`src/rtl/icpi_defines.vh`:
```
// Constants for the disk channel pin interface block
`ifndef ICPI_DEFINES_VH
`define ICPI_DEFINES_VH
// Transaction kinds requested by the internal engines
`define ICPI_KIND_IDLE      2'h0
`define ICPI_KIND_EXP       2'h1
`define ICPI_KIND_DISK      2'h2
// Drive register block selects, index into the four selects
`define ICPI_SEL_PRI_CTL    2'h0
`define ICPI_SEL_PRI_CMD    2'h1
`define ICPI_SEL_SEC_CTL    2'h2
`define ICPI_SEL_SEC_CMD    2'h3
// Bit positions of register address and selects on the unlatched address lines (23:17 mapped to 6:0)
`define ICPI_LA_DA_LSB      0
`define ICPI_LA_SEL_LSB     3
// Disk data bits that carry the received upper system address
`define ICPI_DD_ADDR_LSB    3
// Disk data bit that carries the interrupt-controller chip select
`define ICPI_DD_INTR_CS     14
// Timing in ns and derived cycle counts at 40 MHz
`define ICPI_CLK_NS         25
`define ICPI_SETUP_NS       70
`define ICPI_SETUP_CYC      ((`ICPI_SETUP_NS + `ICPI_CLK_NS - 1) / `ICPI_CLK_NS)
`define ICPI_STROBE_NS      165
`define ICPI_STROBE_CYC     ((`ICPI_STROBE_NS + `ICPI_CLK_NS - 1) / `ICPI_CLK_NS)
`define ICPI_HOLD_NS        30
`define ICPI_HOLD_CYC       ((`ICPI_HOLD_NS + `ICPI_CLK_NS - 1) / `ICPI_CLK_NS)
`endif

```
`src/rtl/icpi_sync3.v`:
```
// Three-stage synchroniser for asynchronous pin inputs
`timescale 1ns/1ps
module icpi_sync3
#(
    parameter WIDTH = 1                     // Number of bits synchronised
)
(
    input  wire             ref_clk_in,     // Core clock
    input  wire             rst_n_in,       // Asynchronous reset, active low
    input  wire [WIDTH-1:0] async_in,       // Raw pin levels
    input  wire [WIDTH-1:0] reset_val_in,   // Unused; reset always loads zero
    output reg  [WIDTH-1:0] sync_out        // Filtered level
);
    reg [WIDTH-1:0] meta_q;                 // First stage, read only by second
    reg [WIDTH-1:0] s2_q;                   // Second stage
    reg [WIDTH-1:0] s3_q;                   // Third stage

    // Shift chain; a change counts once stages two and three agree
    always @(posedge ref_clk_in or negedge rst_n_in)
    begin
        if (!rst_n_in)
        begin
            meta_q   <= {WIDTH{1'b0}};
            s2_q     <= {WIDTH{1'b0}};
            s3_q     <= {WIDTH{1'b0}};
            sync_out <= {WIDTH{1'b0}};
        end
        else
        begin
            meta_q   <= async_in;
            s2_q     <= meta_q;
            s3_q     <= s2_q;
            // Bitwise agreement; disagreeing bits hold last value
            sync_out <= (s2_q & s3_q) | (sync_out & (s2_q ^ s3_q));
        end
    end
endmodule // icpi_sync3

```
`src/rtl/icpi_channel_pins.v`:
```
// Disk channel pin interface: data bus, strobes, DMA handshake, transceivers
// Contract
// - Disk data bus drives both connectors
// - Data bus also feeds address transceivers
// - Data bit 14 carries interrupt controller select
// - One read and one write strobe
// - Per-connector DMA request for bus-master only
// - Per-connector DMA acknowledge, active low
// - Active-low transceiver output enable
// - Direction rests high, transmit outward
// - External master: direction low, latch address
// - Three transceiver control states
// - Selects set up before, held through strobe
// - Address bit 23 selects secondary command
// - Address bit 22 selects secondary control
// - Address bit 21 selects primary command
// - Address bit 20 selects primary control
// - Address bits 19:17 give register address
// - Otherwise address lines keep expansion role
`timescale 1ns/1ps
`include "icpi_defines.vh"
module icpi_channel_pins
#(
    parameter SETUP_CYC  = `ICPI_SETUP_CYC,     // Select-to-strobe setup cycles
    parameter STROBE_CYC = `ICPI_STROBE_CYC,    // Minimum strobe width cycles
    parameter HOLD_CYC   = `ICPI_HOLD_CYC       // Select hold after strobe
)
(
    input  wire        ref_clk_in,              // 40 MHz core clock
    input  wire        rst_n_in,                // Asynchronous reset, active low
    // Disk register access request from the core
    input  wire        disk_req_in,             // Start one drive register access
    input  wire        disk_write_in,           // 1 write, 0 read
    input  wire [1:0]  disk_block_in,           // Which of four register blocks
    input  wire [2:0]  disk_reg_in,             // Byte within the block
    input  wire [15:0] disk_wdata_in,           // Write data
    output reg         disk_busy_out,           // Access in progress
    output reg         disk_done_out,           // One-cycle completion pulse
    output reg  [15:0] disk_rdata_out,          // Read data, valid with done
    // Expansion-bus side controls from the core
    input  wire        exp_xfer_in,             // PCI to expansion cycle in progress
    input  wire [15:0] exp_upper_in,            // Upper address and selects to send
    input  wire        exp_master_in,           // External expansion master granted
    input  wire [6:0]  exp_la_in,               // Unlatched address 23:17 from core
    output reg  [11:0] master_addr_out,         // Latched master address 19:8
    // Bus-master engine DMA handshake
    input  wire [1:0]  bm_active_in,            // Engine transferring for channel
    output reg  [1:0]  bm_request_out,          // Synchronised drive requests
    // Pins
    input  wire [15:0] disk_data_bus_in,        // Disk data bus level
    output reg  [15:0] disk_data_bus_out,       // Disk data bus drive value
    output reg         disk_data_bus_oe_out,    // High while driving the data bus
    output reg         disk_read_strobe_n_out,  // Read strobe to both connectors
    output reg         disk_write_strobe_n_out, // Write strobe to both connectors
    input  wire [1:0]  disk_dma_request_in,     // Drive DMA requests
    output reg  [1:0]  disk_dma_ack_n_out,      // DMA acknowledges, active low
    input  wire        disk_channel_ready_in,   // Shared ready from drives
    output reg         addr_xcvr_out_en_n_out,  // Transceiver enable, active low
    output reg         addr_xcvr_direction_out, // 1 transmit outward, 0 receive
    input  wire [6:0]  unlatched_address_upper_in,  // Lines 23:17 level
    output reg  [6:0]  unlatched_address_upper_out, // Lines 23:17 drive value
    output reg         unlatched_address_upper_oe_out // High while driving lines
);
    // Access sequencer states
    localparam ST_IDLE   = 3'h0;                // No drive access
    localparam ST_SETUP  = 3'h1;                // Selects out, strobe not yet
    localparam ST_STROBE = 3'h2;                // Strobe active
    localparam ST_WAIT   = 3'h3;                // Stretched by ready low
    localparam ST_HOLD   = 3'h4;                // Strobe off, selects held

    reg  [2:0]  state_q;                        // Sequencer state
    reg  [2:0]  state_d;                        // Next state
    reg  [7:0]  cnt_q;                          // Phase counter
    reg  [7:0]  cnt_d;                          // Next phase counter
    reg         write_q;                        // Captured direction
    reg  [1:0]  block_q;                        // Captured block
    reg  [2:0]  reg_q;                          // Captured register byte
    reg  [15:0] wdata_q;                        // Captured write data
    wire        ready_s;                        // Synchronised channel ready
    wire [1:0]  dreq_s;                         // Synchronised DMA requests
    wire [15:0] dd_s;                           // Synchronised data bus level
    reg  [3:0]  sel_onehot;                     // Block select one-hot
    reg         in_access;                      // Selects must be on the lines

    // Pin inputs pass three stages before use
    icpi_sync3 #(.WIDTH(19)) u_sync
    (
        .ref_clk_in   (ref_clk_in),
        .rst_n_in     (rst_n_in),
        .async_in     ({disk_channel_ready_in, disk_dma_request_in, disk_data_bus_in}),
        .reset_val_in (19'h00000),
        .sync_out     ({ready_s, dreq_s, dd_s})
    );

    // Next-state logic; ready low keeps the strobe on
    always @*
    begin
        state_d = state_q;
        cnt_d   = cnt_q;
        case (state_q)
            ST_IDLE:
            begin
                if (disk_req_in && !exp_master_in)
                begin
                    state_d = ST_SETUP;
                    cnt_d   = SETUP_CYC[7:0];
                end
            end
            ST_SETUP:
            begin
                if (cnt_q <= 8'h01)
                begin
                    state_d = ST_STROBE;
                    cnt_d   = STROBE_CYC[7:0];
                end
                else
                    cnt_d = cnt_q - 8'h01;
            end
            ST_STROBE:
            begin
                if (cnt_q <= 8'h01)
                    state_d = ST_WAIT;
                else
                    cnt_d = cnt_q - 8'h01;
            end
            ST_WAIT:
            begin
                // Drive not ready yet: stretch the cycle
                if (ready_s)
                begin
                    state_d = ST_HOLD;
                    cnt_d   = HOLD_CYC[7:0];
                end
            end
            ST_HOLD:
            begin
                if (cnt_q <= 8'h01)
                    state_d = ST_IDLE;
                else
                    cnt_d = cnt_q - 8'h01;
            end
            default:
                state_d = ST_IDLE;
        endcase
    end

    // One-hot select from captured block; only one can be on
    always @*
    begin
        in_access  = (state_q != ST_IDLE);
        sel_onehot = 4'h0;
        if (in_access)
            sel_onehot[block_q] = 1'b1;
    end

    // Sequencer and captured request
    always @(posedge ref_clk_in or negedge rst_n_in)
    begin
        if (!rst_n_in)
        begin
            state_q <= ST_IDLE;
            cnt_q   <= 8'h00;
            write_q <= 1'b0;
            block_q <= 2'h0;
            reg_q   <= 3'h0;
            wdata_q <= 16'h0000;
        end
        else
        begin
            state_q <= state_d;
            cnt_q   <= cnt_d;
            // Capture only at start so lines stay stable all access
            if (state_q == ST_IDLE && state_d == ST_SETUP)
            begin
                write_q <= disk_write_in;
                block_q <= disk_block_in;
                reg_q   <= disk_reg_in;
                wdata_q <= disk_wdata_in;
            end
        end
    end

    // Pin drivers, all registered
    always @(posedge ref_clk_in or negedge rst_n_in)
    begin
        if (!rst_n_in)
        begin
            disk_read_strobe_n_out         <= 1'b1;
            disk_write_strobe_n_out        <= 1'b1;
            disk_data_bus_out              <= 16'h0000;
            disk_data_bus_oe_out           <= 1'b0;
            addr_xcvr_out_en_n_out         <= 1'b1;
            addr_xcvr_direction_out        <= 1'b1;
            unlatched_address_upper_out    <= 7'h00;
            unlatched_address_upper_oe_out <= 1'b0;
            disk_dma_ack_n_out             <= 2'h3;
            bm_request_out                 <= 2'h0;
            master_addr_out                <= 12'h000;
            disk_busy_out                  <= 1'b0;
            disk_done_out                  <= 1'b0;
            disk_rdata_out                 <= 16'h0000;
        end
        else
        begin
            // Strobes shared by both connectors
            disk_read_strobe_n_out  <= !((state_d == ST_STROBE || state_d == ST_WAIT)
                                         && !write_q);
            disk_write_strobe_n_out <= !((state_d == ST_STROBE || state_d == ST_WAIT)
                                         && write_q);
            disk_busy_out <= (state_d != ST_IDLE);
            disk_done_out <= (state_q == ST_HOLD && state_d == ST_IDLE);
            // Read data sampled as the strobe ends
            if (state_q == ST_WAIT && ready_s && !write_q)
                disk_rdata_out <= dd_s;
            // Unlatched lines: selects during access, expansion role otherwise
            if (state_d != ST_IDLE)
            begin
                unlatched_address_upper_out[`ICPI_LA_SEL_LSB+3] <=
                    sel_onehot[`ICPI_SEL_SEC_CMD] | (state_q == ST_IDLE
                    && disk_block_in == `ICPI_SEL_SEC_CMD);
                unlatched_address_upper_out[`ICPI_LA_SEL_LSB+2] <=
                    sel_onehot[`ICPI_SEL_SEC_CTL] | (state_q == ST_IDLE
                    && disk_block_in == `ICPI_SEL_SEC_CTL);
                unlatched_address_upper_out[`ICPI_LA_SEL_LSB+1] <=
                    sel_onehot[`ICPI_SEL_PRI_CMD] | (state_q == ST_IDLE
                    && disk_block_in == `ICPI_SEL_PRI_CMD);
                unlatched_address_upper_out[`ICPI_LA_SEL_LSB] <=
                    sel_onehot[`ICPI_SEL_PRI_CTL] | (state_q == ST_IDLE
                    && disk_block_in == `ICPI_SEL_PRI_CTL);
                unlatched_address_upper_out[`ICPI_LA_DA_LSB+2:`ICPI_LA_DA_LSB] <=
                    (state_q == ST_IDLE) ? disk_reg_in : reg_q;
                unlatched_address_upper_oe_out <= 1'b1;
            end
            else
            begin
                // External master drives the lines itself
                unlatched_address_upper_out    <= exp_la_in;
                unlatched_address_upper_oe_out <= !exp_master_in;
            end
            // Transceiver control: three legal states
            if (exp_master_in)
            begin
                addr_xcvr_out_en_n_out  <= 1'b0;
                addr_xcvr_direction_out <= 1'b0;
            end
            else if (state_d != ST_IDLE)
            begin
                addr_xcvr_out_en_n_out  <= 1'b1;
                addr_xcvr_direction_out <= 1'b1;
            end
            else
            begin
                addr_xcvr_out_en_n_out  <= !exp_xfer_in;
                addr_xcvr_direction_out <= 1'b1;
            end
            // Data bus: disk write data, or address/selects via transceivers
            if (exp_master_in)
                disk_data_bus_oe_out <= 1'b0;
            else if (state_d != ST_IDLE)
            begin
                disk_data_bus_oe_out <= (state_q == ST_IDLE) ? disk_write_in
                                                             : write_q;
                disk_data_bus_out    <= (state_q == ST_IDLE) ? disk_wdata_in
                                                             : wdata_q;
            end
            else if (exp_xfer_in)
            begin
                // Upper address, byte-high and chip selects; bit 14 is the
                // interrupt controller select
                disk_data_bus_oe_out <= 1'b1;
                disk_data_bus_out    <= exp_upper_in;
            end
            else
                disk_data_bus_oe_out <= 1'b0;
            // Receive master address 19:8 on data bits 15:4 of 15:3 window
            if (exp_master_in && !addr_xcvr_direction_out)
                master_addr_out <= dd_s[15:`ICPI_DD_ADDR_LSB+1];
            // Requests go only to the bus-master engine
            bm_request_out <= dreq_s;
            // Acknowledge needs both request and engine activity
            disk_dma_ack_n_out <= ~(dreq_s & bm_active_in);
        end
    end
endmodule // icpi_channel_pins

```
`config.mk`:
```
export PLATFORM = sky130hd
export DESIGN_NAME = icpi_channel_pins
export DESIGN_NICKNAME = d
export VERILOG_FILES = /design/src/rtl/icpi_sync3.v /design/src/rtl/icpi_channel_pins.v
export VERILOG_INCLUDE_DIRS = /design/src /design/src/rtl
export SDC_FILE = /design/constraint.sdc
export NUM_CORES = 1
export LEC_CHECK = 0
export ABC_CLOCK_PERIOD_IN_PS = 5000
export BUFFER_PORTS_ARGS = -buffer_cell sky130_fd_sc_hd__clkbuf_2
export CORE_AREA = 5 5 106 118
export CTS_BUF_LIST = sky130_fd_sc_hd__clkbuf_2 sky130_fd_sc_hd__clkbuf_4 sky130_fd_sc_hd__clkbuf_8
export CTS_CLUSTER_SIZE = 16
export DETAILED_ROUTE_END_ITERATION = 10
export DIE_AREA = 0 0 111 123
export PLACE_DENSITY = 0.95
export RECOVER_POWER = 100
export SLEW_MARGIN = 15
export SYNTH_ARGS = -nofsm -noshare
export SYNTH_HDL_FRONTEND = slang
export SYNTH_SLANG_ARGS = --single-unit
export TNS_END_PERCENT = 20
```
`constraint.sdc`:
```
create_clock -name ref_clk_in -period 5 [get_ports ref_clk_in]
set_clock_uncertainty 0.15 [all_clocks]
set_input_delay 0.25 -clock ref_clk_in [delete_from_list [all_inputs] [get_ports ref_clk_in]]
set_output_delay 0.25 -clock ref_clk_in [all_outputs]
set_load 0.02 [all_outputs]
```
Word level (Yosys, flattened, before mapping):

Index checks and enable logic that the tools add are counted.

* output and inout port bits: 63
* bits in registers: 172
* word-level logic and storage cells: 109
* bits of input ports: 78

* order comparisons: 3
* $add $sub $neg: 1
* multiplexer cells: 27
* eq/ne operators: 13
* bitwise gates (word level): 11
* reduce and logical (&&, ||, !) cells: 30

Operators with widths (number)
* 2-to-1 mux 16 bit: 3
* AND 19 bit: 2
* 2-to-1 mux 8 bit: 4
* case mux 8 bit (4 select lines): 1
* OR 19 bit: 1
* XOR 19 bit: 1
* 2-to-1 mux 3 bit: 6
* case mux 3 bit (5 select lines): 1
* logical AND 1 bit: 13
* == test 3 x 2 -> 1 bit, second input constant: 4
* 2-to-1 mux 1 bit: 9
* less-or-equal comparator 8 x 1 -> 1 bit, second input constant: 1
* subtractor 8 x 1 -> 8 bit, second input constant: 1
* 2-to-1 mux 7 bit: 1
* == test 3 x 1 -> 1 bit, second input constant: 2
* zero test 1 bit: 6
* zero test 3 bit: 2
* nonzero test 3 bit: 2
* == test 2 bit, second input constant: 2
* 2-to-1 mux 4 bit: 1
* inequality test 2 bit, second input constant: 2
* OR 1 bit: 4
* AND reduction 4 bit: 1
* nonzero test 4 bit: 1
* 14 further kinds: 14

Longest topological paths before layout:

Gate-level depths: netlist of run 1.

* word-level depth: 8
* gate-level depth with buffers: 8
* depth with buffers taken out: 7

By module:

Synthesis of run 1 repeated with hierarchy kept, for this count alone.

* cells, all modules: 472
* area total of the unflattened synthesis: 6705.2 µm²

Modules (own cells, without submodules)
* icpi_channel_pins: instances 1, area an instance 4423.0 µm², cells an instance 358
* icpi_sync3: instances 1, area an instance 2282.2 µm², cells an instance 114

Worst setup path before layout of run 1:

Ideal clock, no wire load.

* path kind: reg-to-reg
* start: register cnt_q[0]
* end: register cnt_q[4]
* stages on the path, launching flop included: 8
* setup slack: 2.795 ns
* path buffers: 0
* clock period less this slack: 2.205 ns
* setup time: 0.078 ns
* arrival: 1.977 ns
* path through: dfrtp_1 -> inv_1 -> ha_1 -> or2_2 -> a31oi_4 -> a211oi_2 -> or4_1 -> a21boi_1

* cells in the longest elaborated chain, start to end: 3
* elaborated cells on any way between the ends: 7

RTL lines
* start: declaration: line icpi_channel_pins.v:73 `reg [7:0] cnt_q;`
* start signal: assignment: line icpi_channel_pins.v:171 `cnt_q <= cnt_d;`
* subtractor 8 x 1 -> 8 bit or less-or-equal comparator 8 x 1 -> 1 bit (tied branches)
* 2-to-1 mux 8 bit, or another cell as far along: line icpi_channel_pins.v:121, icpi_channel_pins.v:137
* case mux 8 bit (4 select lines) or AND reduction 4 bit (tied branches)

Several ways; a longest one is shown, not always the timed one. The select of a mux whose other input is x is not followed.
A chain may end at the register's enable or synchronous reset.

Worst setup path after layout of run 1:

* start: register cnt_q[3]
* end: register unlatched_address_upper_out[1]

* cells in the longest elaborated chain, start to end: 5
* elaborated cells on any way between the ends: 7

RTL lines
* less-or-equal comparator 8 x 1 -> 1 bit *: line icpi_channel_pins.v:111, icpi_channel_pins.v:121, icpi_channel_pins.v:137
* 2-to-1 mux 3 bit, on equally long branches: line icpi_channel_pins.v:137, icpi_channel_pins.v:111, icpi_channel_pins.v:121
* case mux 3 bit (5 select lines) *: line icpi_channel_pins.v:100 `case (state_q)`
* nonzero test 3 bit *: line icpi_channel_pins.v:216 `if (state_d != ST_IDLE)`
* 2-to-1 mux 7 bit *: line icpi_channel_pins.v:216
* end signal: indexed assignment: line icpi_channel_pins.v:218 `` unlatched_address_upper_out[`ICPI_LA_SEL_LSB+3] <= ``
* end signal: indexed assignment: line icpi_channel_pins.v:221 `` unlatched_address_upper_out[`ICPI_LA_SEL_LSB+2] <= ``
* end signal: indexed assignment: line icpi_channel_pins.v:224 `` unlatched_address_upper_out[`ICPI_LA_SEL_LSB+1] <= ``
* end: declaration: line icpi_channel_pins.v:61 `output reg [6:0] unlatched_address_upper_out,`

Mark *: on every way between the ends. The rest lies on a longest branch, timed or not.

==> metrics.md, run 1 <==
| Metric | Value |
|---|---|
| Outcome | finished, violations left |
| Failing checks | capacitance limit, slew limit |
| Setup repair after global routing missed its margin | false |
| Pins over their slew limit | 39 |
| Vias per inst | 5.378 |
| Complex-gate fraction of the synthesized area | 0.09605 |
| H-tree levels | 4 |
| Peak supply drop | 0.0002836 V |
| Cell count after synthesis | 465 |
| Post-placement setup slack | 2.229 ns |
| Share of final-layout standard cells stronger than drive strength 1 | 0.2280 |
| Logic depth of the worst setup path including buffers | 6 |
| DR vias | 4539 |
| Maximum number of pins on one net before global-route repair | 75 |
| Final HPWL from detailed placement | 9515 um |
| Number of buffers added by the clock tree synthesis step | 17 |
| Syn Nets | 564 |
| Post-DR wirelength/cell | 17.87 um |
| Data arrival, critical path | 3.77 ns |
| Multiplexer share of the synthesized area | 0.1202 |
| Signed area change from the synthesized netlist to the final layout | 27.76% |
| Net count of the finished layout | 779 |
| DRC violation count after routing | 0 |
| Number of global-route vias before repair | 4959 |
| Starting density of the core | 0.5809 |
| Most numerous cell types in the synthesized netlist | 166 x dfrtp_1, 51 x mux2_2, 33 x nand2_1 |
| TritonCTS clock tree | done |
| Number of fill cells | 718 |
| Sum of routed wire length over all layers | 15080 um |
| Global routing usage on met2 | 0.4105 |
| Routed Antenna Nets | 0 |
| Fraction of synthesis flops using an asynchronous set or reset pin | 1.000 |
| Synthesized-area fraction occupied by adder cells | 0.04026 |
| PwrDens | 516.0 nW/um^2 |
| Number of instances resized during post-cts repair | 0 |
| Register clock-pin slew on the reported worst setup and hold paths | 0.10 ns |
| Critical path fanouts, max | 13 |
| Number of post-CTS setup repair buffers | 0 |
| Slew @ Worst Pin | 1.987 ns |
| Top post-synthesis cells by area | dfrtp_1 64%, mux2_2 8.8%, ha_1 4.0%, mux2i_1 3.2%, a21o_1 2.6% |
| Rows | 41 |
| Total negative slack for setup checks | 0 ns |
| Mean instance size in the synthesized netlist | 14.03 sq um |
| Area taken by flip-flops and latches | 4312 sq um |
| Area of the core | 11230 sq um |
| Horizontal die dimension | 111 um |
| Dominant combinational cell family by area after synthesis | multiplexers |
| Total global routing track utilization | 0.2349 |
| Final worst slack | 1.390 ns |
| Area fraction of the dominant cell type after synthesis | 0.6365 |
| Cells traversed along the worst timing path | nor4_1 > a31oi_1 > nor2_1 > clkbuf_1 > o21ai_0 > dlygate4sd3_1 |
| Max-cap check violation count | 1 |
| Crit-path leading delay family | simple AND/OR/NAND/NOR gates |
| Multi-input gate area in the final layout | 2017 sq um |
| Final Wtd Congestion | 0.8466 |
| Clock net sink count | 172 |
| Number of endpoints with negative hold slack in the final report | 0 |
| Count of different cell masters after synthesis | 44 |
| Total power consumption of the routed design | 4.302 mW |
| Slew HR | -0.3249 |
| Most common cell in the synthesized netlist | dfrtp_1 |
| Hold path cells | 5 |
| Largest incremental delay on the critical path | 0.72 ns |
| Share of the core filled with cells in the final layout | 0.7422 |
| Met3 Track Usage GR | 0.07342 |
| Flop-to-flop setup slack | 1.39 ns |
| Total I/O pin count | 141 |
| Library cell with the largest summed area after synthesis | dfrtp_1 |
| Required time at the worst-slack endpoint | 5.16 ns |
| Post-layout min period | 3.610 ns |
| Yosys reg bits | 172 |
| Startpoint Class | flop |
| Number of buffers and inverters on the critical path | 2 |
| Setup crit end kind | flop |
| Final setup violation count | 0 |
| Antenna violations before repair | 0 |
| Depth of the worst register-to-register path | 6 |
| Primary flip-flop cell chosen by synthesis mapping | dfrtp_1 |
| Yosys synthesis warning count | 0 |
| Post-synthesis instance area | 6526 sq um |
| Clk Latency, worst-skew pair | 0.44 ns |
| Path category of the worst min-delay check | in2reg |
| Post-route standard cell area excluding fillers | 8338 sq um |
| Die Height | 123 um |
| Most heavily used metal layer in global routing | met2 |
| Cell area after placement | 7365 sq um |
| Period utilisation layout | 0.7221 |
| Lkg Pwr | 3.981 nW |
| 1st-pass router iterations | 4 |
| Initial DRC count | 316 |
| Max Clock Freq | 0.2770 GHz |
| Leftover overflow at the end of global routing | 0 |
| CTS root buf | clkbuf_8 |
| Number of enable-type register cells in the synthesized netlist | 0 |
| Floorplan die area | 13650 sq um |
| Number of port buffers | 133 |
| First-pass GRT wire length | 25180 um |
| Buffer levels on the longest clock path | 2 |
| Post-synthesis sequential area ratio | 0.6607 |
| Simple-gate area share of the yosys netlist | 0.05809 |
| Slowest library cell on the worst path | nor4_1 |
| Critical setup path kind | reg2reg |
| Area share of xor/xnor cells in the synthesized design | 0 |
| Global routing usage on met1 | 0.2829 |
## cells by family (layout without fill, tap and decap cells)
family | Yosys count | after routing
and+or+nand+nor | 77 | 77
AOI/OAI and AO/OA | 83 | 83
DFF | 172 | 172
other | 0 | 1
buffers and inverters | 40 | 268
adders and majority gates | 21 | 21
muxes | 72 | 72
## state kept, by name (all words and copies together), names as in the netlist, 3 cells and up
register	count
u_sync.meta_q	19
u_sync.s2_q	19
u_sync.s3_q	19
u_sync.sync_out	19
disk_data_bus_out	16
disk_rdata_out	16
wdata_q	16
master_addr_out	12
cnt_q	8
unlatched_address_upper_out	7
reg_q	3
state_q	3
## report_power, final
part | internal, mW | leakage (nW) | switching [mW] | total, mW
combinational | 0.571 | 1.72 | 0.831 | 1.40
clock | 0.386 | 0.190 | 0.544 | 0.930
sequential | 1.74 | 2.07 | 0.230 | 1.97
total | 2.70 | 3.98 | 1.61 | 4.30
## metal layers
layer	vias to the layer above	part of all wire	routed length [um]
li1	2066	-	-
met4	0	0.011	167
met2	177	0.52	7841
met1	2278	0.40	6023
met5	-	0	0
met3	18	0.070	1051
## layout by cell type, fill, tap and decap left out, types with 2 or more instances in the layout
cell and n:
clkbuf_1 72, nor3_1 4, a21o_1 23, o31ai_1 2
o21ai_0 11, a21oi_1 10, a311oi_1 2, clkinv_8 2
clkbuf_2 64, dlygate4sd3_1 72, inv_1 26, nand3_1 3
ha_1 21, a211oi_1 2, a22o_1 4, nand2_1 33
a31oi_1 5, nor2_1 17, inv_8 4, dfrtp_1 166
nand2b_1 7, inv_6 4, o221ai_1 16, nor3b_1 3
dfstp_2 5, clkbuf_8 18, clkinvlp_4 3, nor2b_1 2
mux2_2 50, mux2i_1 21
## area by class of cell
type,instances,share of cell area
Antenna cell,1,0.0003001
Tap cell,150,0.02251
Multi-Input combinational cell,253,0.2419
Clock buffer,18,0.02971
Clock inverter,14,0.01726
Timing Repair Buffer,210,0.1595
Inverter,26,0.01170
Sequential cell,172,0.5171
## timing repair
action,4_1_cts,5_1_grt
endpoints found under the hold margin,139,0
hold buffers,72,0
endpoints found under the setup margin,0,0
## worst register-to-register path, cell delays in order (launching register included)
cell	delay, ns
dfrtp_1	0.44
nor4_1	0.72
a31oi_1	0.48
nor2_1	0.41
clkbuf_1	0.50
o21ai_0	0.20
dlygate4sd3_1	0.59
## final timing paths
| check | end | startpoint |
|---|---|---|
| setup / recovery | unlatched_address_upper_out[1] | cnt_q[3] |
| hold / removal | state_q[0] | disk_req_in |
| setup reg to reg | unlatched_address_upper_out[1] | cnt_q[3] |
| hold reg to reg | u_sync.s2_q[3] | u_sync.meta_q[3] |
| max in group asynchronous | disk_rdata_out[4] | rst_n_in |
| min in group asynchronous | bm_request_out[0] | rst_n_in |
## stage by stage
stage	hold WS (ns)	instances
6_report	0.1632	844
5_1_grt	0.1826	843
4_1_cts	0.1138	843
3_5_place_dp	0.1589	739
3_3_place_gp	0.1367	739
2_1_floorplan	-0.1956	465
No activity file was read; power rests on OpenSTA's default activity.
==> run 2: changes to the inputs <==
--- a/config.mk
+++ b/config.mk
@@ -6,14 +6,14 @@
 export SDC_FILE = /design/constraint.sdc
 export NUM_CORES = 1
 export LEC_CHECK = 0
-export ABC_CLOCK_PERIOD_IN_PS = 5000
+export ABC_CLOCK_PERIOD_IN_PS = 2900
 export BUFFER_PORTS_ARGS = -buffer_cell sky130_fd_sc_hd__clkbuf_2
-export CORE_AREA = 5 5 106 118
+export CORE_AREA = 5 5 114 127
 export CTS_BUF_LIST = sky130_fd_sc_hd__clkbuf_2 sky130_fd_sc_hd__clkbuf_4 sky130_fd_sc_hd__clkbuf_8
 export CTS_CLUSTER_SIZE = 16
 export DETAILED_ROUTE_END_ITERATION = 10
-export DIE_AREA = 0 0 111 123
-export PLACE_DENSITY = 0.95
+export DIE_AREA = 0 0 119 132
+export PLACE_DENSITY = 0.89
 export RECOVER_POWER = 100
 export SLEW_MARGIN = 15
 export SYNTH_ARGS = -nofsm -noshare
==> constraint.sdc (replaced) <==
create_clock -name ref_clk_in -period 2.9 [get_ports ref_clk_in]
set_clock_uncertainty 0.15 [all_clocks]
set_input_delay 0.145 -clock ref_clk_in [delete_from_list [all_inputs] [get_ports ref_clk_in]]
set_output_delay 0.145 -clock ref_clk_in [all_outputs]
set_load 0.02 [all_outputs]
==> metrics.md, run 2 (synthesized netlist as in run 1, its figures left out) <==
| Metric | Value |
|---|---|
| Number of buffers and inverters on the critical path | 2 |
| Horizontal die dimension | 119 um |
| Area of the core | 12990 sq um |
| Post-layout min period | 2.726 ns |
| Number of global-route vias before repair | 4938 |
| Largest incremental delay on the critical path | 0.59 ns |
| Number of buffers added by the clock tree synthesis step | 17 |
| H-tree levels | 4 |
| Post-DR wirelength/cell | 17.30 um |
| Required time at the worst-slack endpoint | 3.09 ns |
| Total global routing track utilization | 0.1999 |
| Register clock-pin slew on the reported worst setup and hold paths | 0.08 ns |
| Number of port buffers | 133 |
| 1st-pass router iterations | 5 |
| Crit-path leading delay family | buffers and inverters |
| Cell area after placement | 7421 sq um |
| Share of final-layout standard cells stronger than drive strength 1 | 0.2553 |
| Antenna violations before repair | 0 |
| Period utilisation layout | 0.9401 |
| Max-cap check violation count | 1 |
| Slew @ Worst Pin | 1.522 ns |
| Initial DRC count | 344 |
| Final Wtd Congestion | 0.8644 |
| Total I/O pin count | 141 |
| Leading cell type in the layout, fill and taps excluded | dfrtp_1 |
| Critical path fanouts, max | 15 |
| Number of endpoints with negative hold slack in the final report | 0 |
| Final setup violation count | 0 |
| Top library cells by usage in the layout, fill and taps aside | 165 x dfrtp_1, 76 x dlygate4sd3_1, 68 x clkbuf_2, 67 x clkbuf_1, 51 x mux2_2 |
| Lkg Pwr | 4.079 nW |
| Starting density of the core | 0.5023 |
| Clk Latency, worst-skew pair | 0.45 ns |
| CTS root buf | clkbuf_8 |
| Rows | 44 |
| Clock net sink count | 172 |
| Die Height | 132 um |
| Failing checks | capacitance limit, slew limit |
| Critical setup path kind | reg2reg |
| DP Cell Count | 754 |
| Post-route standard cell area excluding fillers | 8509 sq um |
| Maximum number of pins on one net before global-route repair | 65 |
| Routed Antenna Nets | 0 |
| Filler-free cell count of the finished design | 866 |
| Startpoint Class | flop |
| Slew HR | -0.01478 |
| Peak supply drop | 0.0004487 V |
| Floorplan die area | 15710 sq um |
| Signed area change from the synthesized netlist to the final layout | 30.39% |
| Net count of the finished layout | 791 |
| Cells traversed along the worst timing path | or3b_4 > a31oi_4 > nor2_1 > buf_4 > a311oi_1 > a21oi_1 > dlygate4sd3_1 |
| Leftover overflow at the end of global routing | 0 |
| DRC violation count after routing | 0 |
| Max Clock Freq | 0.3668 GHz |
| First-pass GRT wire length | 24770 um |
| Slowest library cell on the worst path | dfrtp_1 |
| PwrDens | 892.6 nW/um^2 |
| Vias per inst | 5.188 |
| Area taken by flip-flops and latches | 4313 sq um |
| Final HPWL from detailed placement | 9553 um |
| Buffer levels on the longest clock path | 2 |
| Pins over their slew limit | 65 |
| Ant diodes | 0 |
| Multi-input gate area in the final layout | 2068 sq um |
| TritonCTS clock tree | done |
| Path category of the worst min-delay check | in2reg |
| Outcome | finished, violations left |
| Sum of routed wire length over all layers | 14980 um |
| Number of fill cells | 929 |
| Data arrival, critical path | 2.92 ns |
| DR vias | 4493 |
| Setup crit end kind | flop |
[run 2: changes by cell type in the layout (fill, tap and decap cells not counted), sizes merged]
| cell | delta |
|---|---|
| buf | +8 |
| inv | -6 |
| clkbuf | +4 |
| dlygate4sd3 | +4 |
| bufinv | +2 |
| clkinv | +1 |
| clkinvlp | -1 |
| diode | -1 |
[run 2: tightest hold or removal path, stage by stage]
cell and delay, ns:
clkbuf_2 0.10, nand2b_1 0.12, o21ai_0 0.08, o21ai_0 0.14, nor2_1 0.05
[run 2: stage by stage]
| stage | total power, mW | hold WS (ns) | utilization | worst slack (ns) | TNS [ns] |
|---|---|---|---|---|---|
| after floorplan | 5.004 | -0.3006 | - | 0.6951 | 0 |
| after global placement | 5.699 | 0.007695 | 0.5712 | 0.3645 | 0 |
| after detailed placement | 5.838 | 0.01705 | 0.5712 | 0.1766 | 0 |
| after CTS | 7.668 | 0.03174 | 0.6601 | 0.03259 | 0 |
| after global routing | 8.055 | 0.1179 | 0.6550 | -0.01849 | -0.01849 |
| final | 7.595 | 0.06408 | 0.6550 | 0.1736 | 0 |
[run 2: cell type report]
class                      count  area share
sequential                   172      0.5068
multi-input combinational    253      0.2431
timing repair buffer         222      0.1687
clock buffer                  22     0.03264
tap                          161     0.02367
clock inverter                10     0.01367
inverter                      26     0.01147
[run 2: where the power goes]
| part | internal, mW | switching, mW | leakage [nW] | total, mW |
|---|---|---|---|---|
| logic | 1.08 | 1.45 | 1.80 | 2.53 |
| registers | 3.00 | 0.410 | 2.07 | 3.41 |
| clock network | 0.828 | 0.822 | 0.201 | 1.65 |
[run 2: final timing paths]
check	start	to	slack (ns)	cells past startpoint
worst min-delay path	disk_req_in	state_q[0]	0.06	5
worst max-delay path	state_q[2]	unlatched_address_upper_out[4]	0.17	7
worst min register to register	u_sync.meta_q[6]	u_sync.s2_q[6]	0.20	0
worst max register to register	state_q[2]	unlatched_address_upper_out[4]	0.17	7
min in group asynchronous	rst_n_in	u_sync.s2_q[14]	0.46	2
max in group asynchronous	rst_n_in	disk_data_bus_out[9]	0.49	3
[run 2: layer usage]
metal	routed length (um)	GRT usage	up-vias
met1	5925	0.2342	2229
met5	0	0	-
met4	326	0.07534	0
li1	-	-	2093
met3	865	0.07124	31
met2	7860	0.3374	140
[run 2: what timing repair did]
action,in CTS,in global routing
setup buffers,0,4
resized for setup,0,2
endpoints found under the hold margin,180,0
setup endpoints to repair,0,5
hold buffers,76,0
